### src/hdl/nvm_cmd_pkg.sv
// constants for the serial eeprom command block: register map, fields,
// reset values and timing counts; used by the top and the op engine
package nvm_cmd_pkg;
	// register byte offsets
	localparam logic [11:0] EEPROM_COMMAND_OFS = 12'h0B0;
	localparam logic [11:0] EEPROM_DATA_OFS = 12'h0B4;
	localparam logic [11:0] STATION_LO_OFS = 12'h0B8;
	localparam logic [11:0] STATION_HI_OFS = 12'h0BC;
	localparam logic [11:0] IRQ_STATUS_OFS = 12'h0C0;
	localparam logic [11:0] IRQ_MASK_OFS = 12'h0C4;
	// command register fields
	localparam int BUSY_BIT = 31;
	localparam int OP_CODE_LSB = 28;
	localparam int OP_CODE_W = 3;
	localparam int TIMEOUT_BIT = 9;
	localparam int LOADED_BIT = 8;
	localparam int ADDR_W = 8;
	// op codes
	localparam logic [2:0] OP_READ = 3'h0;
	localparam logic [2:0] OP_WRITE = 3'h1;
	// interrupt status bits
	localparam int IRQ_DONE_BIT = 0;
	localparam int IRQ_TIMEOUT_BIT = 1;
	localparam int IRQ_W = 2;
	// reset values
	localparam logic [31:0] DATA_RESET = 32'h0000_0000;
	localparam logic [IRQ_W-1:0] IRQ_RESET = 2'h0;
	localparam logic [7:0] BYTE_RESET = 8'h00;
	// station address bytes fetched after reset, from eeprom address 0
	localparam logic [2:0] STATION_BYTES = 3'h6;
	localparam logic [2:0] STATION_LAST = 3'h5;
	// timing
	localparam int CLK_MHZ = 200;
	localparam int OP_TIMEOUT_US = 10;
	localparam int OP_TIMEOUT_CYC = OP_TIMEOUT_US * CLK_MHZ;
	localparam int TMR_W = 12;
endpackage

### src/hdl/nvm_op_engine.sv
// one eeprom byte operation: four-phase request/acknowledge towards the
// serial wire engine, with timeout; ack arrives from another domain
`timescale 1ns/100ps
module nvm_op_engine (
	// clock and reset
	input wire logic mclk,
	input wire logic rstn,
	// from the command logic
	input wire logic start,
	input wire logic isWrite,
	input wire logic [7:0] addr,
	input wire logic [7:0] wdata,
	output logic done,
	output logic timedOut,
	output logic [7:0] rdata,
	// towards the serial wire engine
	output logic nvmReq,
	output logic nvmWrite,
	output logic [7:0] nvmAddr,
	output logic [7:0] nvmWdata,
	input wire logic nvmAck,
	input wire logic [7:0] nvmRdata
);
	typedef enum logic [1:0] {IDLE, REQUEST, RELEASE} eng_e;
	eng_e state;
	logic ackS1, ackS2, ackS3;
	logic ackHigh, ackLow;
	logic [nvm_cmd_pkg::TMR_W-1:0] timer;
	logic expired;

	// three stages; only the last two are compared
	always_ff @(posedge mclk) begin
		if (!rstn) begin
			ackS1 <= 1'b0;
			ackS2 <= 1'b0;
			ackS3 <= 1'b0;
		end else begin
			ackS1 <= nvmAck;
			ackS2 <= ackS1;
			ackS3 <= ackS2;
		end
	end
	assign ackHigh = ackS2 & ackS3;
	assign ackLow = !ackS2 & !ackS3;
	assign expired =
		(timer == nvm_cmd_pkg::TMR_W'(nvm_cmd_pkg::OP_TIMEOUT_CYC - 1));

	always_ff @(posedge mclk) begin
		if (!rstn) begin
			timer <= '0;
		end else if (state == REQUEST && !ackHigh) begin
			timer <= timer + 1'b1;
		end else begin
			timer <= '0;
		end
	end

	// [RULE_05] timeout ends op
	always_ff @(posedge mclk) begin
		if (!rstn) begin
			state <= IDLE;
			done <= 1'b0;
			timedOut <= 1'b0;
			nvmReq <= 1'b0;
		end else begin
			done <= 1'b0;
			timedOut <= 1'b0;
			case (state)
				IDLE: begin
					if (start) begin
						nvmReq <= 1'b1;
						state <= REQUEST;
					end
				end
				REQUEST: begin
					if (ackHigh) begin
						nvmReq <= 1'b0;
						state <= RELEASE;
					end else if (expired) begin
						// no part fitted: give up this op and return to IDLE without waiting on ack
						nvmReq <= 1'b0;
						timedOut <= 1'b1;
						state <= IDLE;
					end
				end
				RELEASE: begin
					if (ackLow) begin
						done <= 1'b1;
						state <= IDLE;
					end
				end
				default: begin
					state <= IDLE;
				end
			endcase
		end
	end

	// request fields held steady across the handshake
	always_ff @(posedge mclk) begin
		if (!rstn) begin
			nvmWrite <= 1'b0;
			nvmAddr <= nvm_cmd_pkg::BYTE_RESET;
			nvmWdata <= nvm_cmd_pkg::BYTE_RESET;
		end else if (state == IDLE && start) begin
			nvmWrite <= isWrite;
			nvmAddr <= addr;
			nvmWdata <= wdata;
		end
	end

	// read data is stable while ack is high on the far side
	always_ff @(posedge mclk) begin
		if (!rstn) begin
			rdata <= nvm_cmd_pkg::BYTE_RESET;
		end else if (state == REQUEST && ackHigh) begin
			rdata <= nvmRdata;
		end
	end
endmodule

### src/hdl/serial_eeprom_command_control.sv
// eeprom command and busy handshake with apb register access, station
// address load after reset and a level interrupt
// assumes an apb master on mclk and a serial engine answering req/ack
//
// Decided for this implementation: the APB register port.
`timescale 1ns/100ps
// Overview of operation
// [RULE_01] writing busy bit 31 as one starts the selected op
// [RULE_02] busy stays one during the op and clears itself at the end
// [RULE_03] read data sits in the data register before busy clears
// [RULE_04] software leaves command and data registers alone while busy
// [RULE_05] write with no eeprom keeps busy until timeout, then clears
// [RULE_06] busy reads one straight after reset
// [RULE_07] after reset station address is loaded, busy clears when done
// [RULE_08] op code and address captured at start, used throughout
module serial_eeprom_command_control (
	// clock and reset
	input wire logic mclk,
	input wire logic rstn,
	// apb slave
	input wire logic psel,
	input wire logic penable,
	input wire logic pwrite,
	input wire logic [11:0] paddr,
	input wire logic [31:0] pwdata,
	output logic [31:0] prdata,
	output logic pready,
	output logic pslverr,
	// interrupt
	output logic irq,
	// station address as loaded
	output logic [47:0] stationAddr,
	// serial wire engine
	output logic nvmReq,
	output logic nvmWrite,
	output logic [7:0] nvmAddr,
	output logic [7:0] nvmWdata,
	input wire logic nvmAck,
	input wire logic [7:0] nvmRdata
);
	typedef enum logic [1:0] {BOOT, BOOT_WAIT, READY, RUN} ctl_e;
	ctl_e state;
	logic nvmOpBusy;
	logic [2:0] nvmOpCode;
	logic [7:0] opAddr;
	logic nvmOpTimeout;
	logic loaded;
	logic [7:0] eepromDataReg;
	logic [2:0] loadIdx;
	localparam int IRQ_W_T = nvm_cmd_pkg::IRQ_W;
	logic [IRQ_W_T-1:0] irqStatus;
	logic [IRQ_W_T-1:0] irqMask;
	logic start, startWrite;
	logic [7:0] startAddr;
	logic opDone, opTimedOut;
	logic [7:0] opRdata;
	logic wrAcc, rdAcc, setup, mapped;
	logic [31:0] eepromCommandReg;
	logic [31:0] next_prdata;

	assign setup = psel & !penable;
	assign pready = psel & penable;
	assign wrAcc = pready & pwrite & !pslverr;
	assign rdAcc = pready & !pwrite & !pslverr;
	always_comb begin
		mapped = 1'b1;
		case (paddr)
			nvm_cmd_pkg::EEPROM_COMMAND_OFS,
			nvm_cmd_pkg::EEPROM_DATA_OFS,
			nvm_cmd_pkg::STATION_LO_OFS,
			nvm_cmd_pkg::STATION_HI_OFS,
			nvm_cmd_pkg::IRQ_STATUS_OFS,
			nvm_cmd_pkg::IRQ_MASK_OFS: mapped = 1'b1;
			default: mapped = 1'b0;
		endcase
	end
	assign pslverr = pready & !mapped;

	always_comb begin
		eepromCommandReg = '0;
		eepromCommandReg[nvm_cmd_pkg::BUSY_BIT] = nvmOpBusy;
		eepromCommandReg[nvm_cmd_pkg::OP_CODE_LSB +: nvm_cmd_pkg::OP_CODE_W] =
			nvmOpCode;
		eepromCommandReg[nvm_cmd_pkg::TIMEOUT_BIT] = nvmOpTimeout;
		eepromCommandReg[nvm_cmd_pkg::LOADED_BIT] = loaded;
		eepromCommandReg[nvm_cmd_pkg::ADDR_W-1:0] = opAddr;
	end

	always_comb begin
		case (paddr)
			nvm_cmd_pkg::EEPROM_COMMAND_OFS: next_prdata = eepromCommandReg;
			nvm_cmd_pkg::EEPROM_DATA_OFS: next_prdata = {24'h000000, eepromDataReg};
			nvm_cmd_pkg::STATION_LO_OFS: next_prdata = stationAddr[31:0];
			nvm_cmd_pkg::STATION_HI_OFS: next_prdata = {16'h0000, stationAddr[47:32]};
			nvm_cmd_pkg::IRQ_STATUS_OFS: next_prdata = {30'h00000000, irqStatus};
			nvm_cmd_pkg::IRQ_MASK_OFS: next_prdata = {30'h00000000, irqMask};
			default: next_prdata = '0;
		endcase
	end

	// read data latched in setup, stable through the access phase
	always_ff @(posedge mclk) begin
		if (!rstn) begin
			prdata <= '0;
		end else if (setup) begin
			prdata <= next_prdata;
		end
	end

	// [RULE_06] busy set out of reset
	// [RULE_07] station load then clear
	// [RULE_02] self clearing busy
	// [RULE_05] timeout clears busy
	always_ff @(posedge mclk) begin
		if (!rstn) begin
			state <= BOOT;
			nvmOpBusy <= 1'b1;
			loadIdx <= 3'h0;
			loaded <= 1'b0;
			nvmOpTimeout <= 1'b0;
		end else begin
			case (state)
				BOOT: begin
					state <= BOOT_WAIT;
				end
				BOOT_WAIT: begin
					if (opTimedOut) begin
						nvmOpBusy <= 1'b0;
						nvmOpTimeout <= 1'b1;
						state <= READY;
					end else if (opDone && loadIdx == nvm_cmd_pkg::STATION_LAST) begin
						nvmOpBusy <= 1'b0;
						loaded <= 1'b1;
						state <= READY;
					end else if (opDone) begin
						loadIdx <= loadIdx + 3'h1;
						state <= BOOT;
					end
				end
				READY: begin
					// [RULE_01] busy write starts
					if (wrAcc && paddr == nvm_cmd_pkg::EEPROM_COMMAND_OFS &&
						pwdata[nvm_cmd_pkg::BUSY_BIT]) begin
						nvmOpBusy <= 1'b1;
						nvmOpTimeout <= 1'b0;
						state <= RUN;
					end
				end
				RUN: begin
					if (opDone || opTimedOut) begin
						nvmOpBusy <= 1'b0;
						nvmOpTimeout <= opTimedOut;
						state <= READY;
					end
				end
				default: begin
					state <= READY;
				end
			endcase
		end
	end

	// [RULE_08] fields captured at start
	// [RULE_04] writes while busy dropped
	always_ff @(posedge mclk) begin
		if (!rstn) begin
			nvmOpCode <= nvm_cmd_pkg::OP_READ;
			opAddr <= nvm_cmd_pkg::BYTE_RESET;
		end else if (state == READY && wrAcc &&
			paddr == nvm_cmd_pkg::EEPROM_COMMAND_OFS) begin
			nvmOpCode <= pwdata[nvm_cmd_pkg::OP_CODE_LSB +: nvm_cmd_pkg::OP_CODE_W];
			opAddr <= pwdata[nvm_cmd_pkg::ADDR_W-1:0];
		end
	end

	assign start = (state == BOOT) || (state == READY && wrAcc &&
		paddr == nvm_cmd_pkg::EEPROM_COMMAND_OFS &&
		pwdata[nvm_cmd_pkg::BUSY_BIT]);
	assign startWrite = (state == READY) &&
		(pwdata[nvm_cmd_pkg::OP_CODE_LSB +: nvm_cmd_pkg::OP_CODE_W] ==
		nvm_cmd_pkg::OP_WRITE);
	assign startAddr = (state == BOOT) ? {5'h00, loadIdx} :
		pwdata[nvm_cmd_pkg::ADDR_W-1:0];

	// [RULE_03] data ready with busy clear
	always_ff @(posedge mclk) begin
		if (!rstn) begin
			eepromDataReg <= nvm_cmd_pkg::BYTE_RESET;
		end else if (state == RUN && opDone &&
			nvmOpCode == nvm_cmd_pkg::OP_READ) begin
			eepromDataReg <= opRdata;
		end else if (state == READY && wrAcc &&
			paddr == nvm_cmd_pkg::EEPROM_DATA_OFS) begin
			eepromDataReg <= pwdata[7:0];
		end
	end

	// [RULE_07] station bytes stored
	always_ff @(posedge mclk) begin
		if (!rstn) begin
			stationAddr <= '0;
		end else if (state == BOOT_WAIT && opDone) begin
			stationAddr[8*loadIdx +: 8] <= opRdata;
		end
	end

	// set wins over the read clear; only bits latched into prdata at setup
	// are cleared, so an event landing on the setup edge is not lost
	always_ff @(posedge mclk) begin
		if (!rstn) begin
			irqStatus <= nvm_cmd_pkg::IRQ_RESET;
			irqMask <= nvm_cmd_pkg::IRQ_RESET;
		end else begin
			irqStatus <= (rdAcc && paddr == nvm_cmd_pkg::IRQ_STATUS_OFS) ?
				((irqStatus & ~prdata[IRQ_W_T-1:0]) | {opTimedOut, opDone}) :
				(irqStatus | {opTimedOut, opDone});
			if (wrAcc && paddr == nvm_cmd_pkg::IRQ_MASK_OFS) begin
				irqMask <= pwdata[IRQ_W_T-1:0];
			end
		end
	end
	assign irq = |(irqStatus & irqMask);

	nvm_op_engine nvm_op_engine_i (
		.mclk(mclk),
		.rstn(rstn),
		.start(start),
		.isWrite(startWrite),
		.addr(startAddr),
		.wdata(eepromDataReg),
		.done(opDone),
		.timedOut(opTimedOut),
		.rdata(opRdata),
		.nvmReq(nvmReq),
		.nvmWrite(nvmWrite),
		.nvmAddr(nvmAddr),
		.nvmWdata(nvmWdata),
		.nvmAck(nvmAck),
		.nvmRdata(nvmRdata)
	);
endmodule

### config.mk
export PLATFORM = sky130hd
export DESIGN_NAME = serial_eeprom_command_control
export DESIGN_NICKNAME = d
export VERILOG_FILES = /design/src/hdl/nvm_cmd_pkg.sv /design/src/hdl/nvm_op_engine.sv /design/src/hdl/serial_eeprom_command_control.sv
export SDC_FILE = /design/constraint.sdc
export NUM_CORES = 1
export LEC_CHECK = 0
export ABC_AREA = 0
export ABC_CLOCK_PERIOD_IN_PS = 5500
export BUFFER_PORTS_ARGS = -buffer_cell sky130_fd_sc_hd__buf_4
export CORE_MARGIN = 3
export CORE_UTILIZATION = 30
export CTS_CLUSTER_SIZE = 24
export DETAILED_ROUTE_END_ITERATION = 7
export PLACE_DENSITY = 0.53
export RECOVER_POWER = 50
export SLEW_MARGIN = 20
export SYNTH_ARGS = -nofsm -noshare
export SYNTH_HDL_FRONTEND = slang
export SYNTH_SLANG_ARGS = --single-unit
### constraint.sdc
create_clock -name mclk -period 5.5 [get_ports mclk]
set_input_delay 0 -clock mclk [delete_from_list [all_inputs] [get_ports mclk]]
set_output_delay 0 -clock mclk [all_outputs]
set_load 0.01 [all_outputs]
==> metrics <==
period utilisation layout=64.9%; first-pass GRT wire length=33500 um; setup_tns=0 ns; ys flop type=dfxtp_1; IO Pins=159; Worst-path clk slew=0.06 ns; effective utilization at floorplan=31.1%; Worst-Margin Slew=2.78 ns; maximum VDD drop=0.000180 V; DRT Pass-1 Iters=5; number of synthesized flops with an enable pin=0; WL/cell=18.4 um; vias=5971; # diodes=0; P_leak=2.87 nW; Max Slew Vio Count=112; Synthesis Warnings=0; family with the most delay on the worst path=buffers and inverters; Routed Antenna Nets=0; final WL=21500 um; largest cells by area after synthesis=dfxtp_1 47%, mux2i_1 12%, nor2_1 5.1%; utilization after layout=38.9%; CP startpoint kind=primary input; clk_lat worst skew=0.43 ns; Worst R2R Path Depth=6; WHS=0.0581 ns; Async SR Flop Fraction=0%; Core ar.=21400 sq um; Die ar.=24000 sq um; CTS tree=built; hold-critical path depth=3; PD cells=295 nW/um^2; Yosys cell types=56; RePlAce Congestion=0.863; status=complete, but fails checks; Buffers on Ports=138; fraction of layout cells with a size suffix above 1=10.5%; # DRC=0; Placement Setup Slack=2.56 ns; Area after DPL=7900 sq um; Seq/Total Area, Yosys=46.9%; Critical Path Sink Type=flop; Clock Tree Root=clkbuf_16; type of the worst setup path=primary input to flop; post-detail-place hpwl=15200 um; CTS resizes=0; Die Width=155 um; number of DRC markers in iteration 0=350; gr ovfl total=0; Overall Global Routing Usage=17.8%; Max Cap Violations=2; Syn Nets=806; fmax=280 MHz; Net count, final=945; Clock Skew=0.00969 ns; arrival time at the worst endpoint=3.76 ns; DIE HEIGHT=155 um; reg-to-reg setup timing slack=2.53 ns; Synth area leader=dfxtp_1; Hold Fails Final Rpt=0; Worst EP required=5.69 ns; WP depth=4; unrepaired setup endpoints after global routing=no; top-area cell type share of the netlist area=46.9%; initial antenna violation count=0; number of buffers and inverters on the critical path=3; Worst path slowest cell=clkbuf_1; fin area=8340 sq um; Final min period=3.57 ns; setup ws final=1.93 ns; Via density=5.10; Clock Path Buffers=2; max incr delay on CP=2.05 ns; Avg Synthesized Cell Area=8.96 sq um; failing checks=max-capacitance violations, max-slew violations; crit-path max FO=62; cells along the critical path=buf_4, inv_1, clkbuf_1, nor2_1; clk sinks=156; number of global-route vias before repair=5826; Mapped Cells=743; relative slew slack=-85.1%; H-tree Lvls=4; Synth Cell Area=6660 sq um; FF+latch count, synth=156; Area Overhead vs Synth=25.3%; pin count of the biggest net entering global routing=63; Rows=53; Final Setup Violations=0; CTS Buf Count=17; worst min path class=primary input to flop
==> layout make-up <==
cell class | count | area (sq um)
Clock buffer | 18 | 439
Clock inverter | 14 | 155
Fill cell | 2220 | 13100
Inverter | 13 | 48.8
Multi-Input combinational cell | 527 | 3310
Sequential cell | 156 | 3120
Tap cell | 275 | 344
Timing Repair Buffer | 167 | 923
==> layer usage <==
metal	track usage, %	up-vias	share of wire (%)
met1	23.6	2838	45
met3	3.45	22	5.6
met4	5.93	0	1.8
met2	29.1	178	47
met5	0	-	0
li1	-	2933	-
==> tightest hold or removal path: cells and delay by family <==
kind,cells,cell delay [ns]
AO/OA/AOI/OAI,1,0.06
AND/OR/NAND/NOR,1,0.13
buffers and inverters,1,0.25
==> cell families (layout without fill, tap and decap cells) <==
family	after synthesis	count (layout)	synth area share (%)
AND/OR/NAND/NOR	285	285	21.5
buffers and inverters	60	212	3.63
adder cells (fa/ha/maj)	5	5	0.940
multiplexers	78	78	11.7
flip-flops	156	156	46.9
XOR/XNOR	12	12	1.58
AO/OA/AOI/OAI	147	147	13.7
==> cells in the mapped netlist (3+ instances only) <==
cell      count
nor3_2        3
and2_1        7
xnor2_1      10
buf_2         7
inv_1        12
nand2b_1      8
a221oi_1      5
nor4b_1       4
o21ai_0      45
o22ai_1       5
mux2i_1      77
nand3b_1      4
dfxtp_1     156
a21oi_1      40
nand4_1       6
o211ai_1      3
ha_1          5
nor2_1       90
buf_1         4
nor3_1        7
clkbuf_1     35
nand2_1      74
a21o_1        8
nand3_1      40
nor4_1       14
a31oi_1       5
a22oi_1      24
and3_1        4
==> report_power, final <==
part | internal, mW | total [mW] | switching [mW]
Clock | 0.690 | 1.20 | 0.513
Sequential | 1.14 | 1.14 | 0.00554
Combinational | 0.0471 | 0.117 | 0.0700
Total | 1.87 | 2.46 | 0.588
==> path summary, 6_finish.rpt <==
kind                                        to                     from
setup / recovery  stationAddr[41]$_SDFFE_PN0P_                     rstn
hold / removal         prdata[30]$_SDFFE_PN0P_                     rstn
setup reg to reg   stationAddr[1]$_SDFFE_PN0P_  loadIdx[0]$_SDFFE_PN0P_
hold reg to reg         prdata[8]$_SDFFE_PN0P_   prdata[8]$_SDFFE_PN0P_
==> state kept, by name, summed over array words and instances (netlist names), 8 cells and up <==
| signal | flops |
|---|---|
| eepromDataReg | 8 |
| nvm_op_engine_i.rdata | 8 |
| opAddr | 8 |
| nvm_op_engine_i.timer | 12 |
| stationAddr | 48 |
| nvm_op_engine_i.nvmWdata | 8 |
| prdata | 32 |
| nvm_op_engine_i.nvmAddr | 8 |
==> cell usage in the layout, fill, tap and decap left out, types with 13 or more instances in the layout <==
master / count
dfxtp_1: 156
clkbuf_1: 102
nor2_1: 90
mux2i_1: 77
nand2_1: 74
o21ai_0: 45
buf_4: 41
a21oi_1: 40
nand3_1: 40
a22oi_1: 24
dlygate4sd3_1: 22
clkbuf_16: 17
nor4_1: 14
inv_1: 13
==> what timing repair did <==
item,4_1_cts,5_1_grt
setup endpoints to repair,0,0
setup buffers,0,0
hold buffers,22,0
hold endpoints to repair,38,0
==> per-stage QoR <==
step / total power [mW] / cells
2_1_floorplan: 1.22 / 743
3_3_place_gp: 1.27 / 1115
3_5_place_dp: 1.27 / 1115
4_1_cts: 2.49 / 1169
5_1_grt: 2.54 / 1170
6_report: 2.46 / 1170
(Power assumes the default switching activity.)
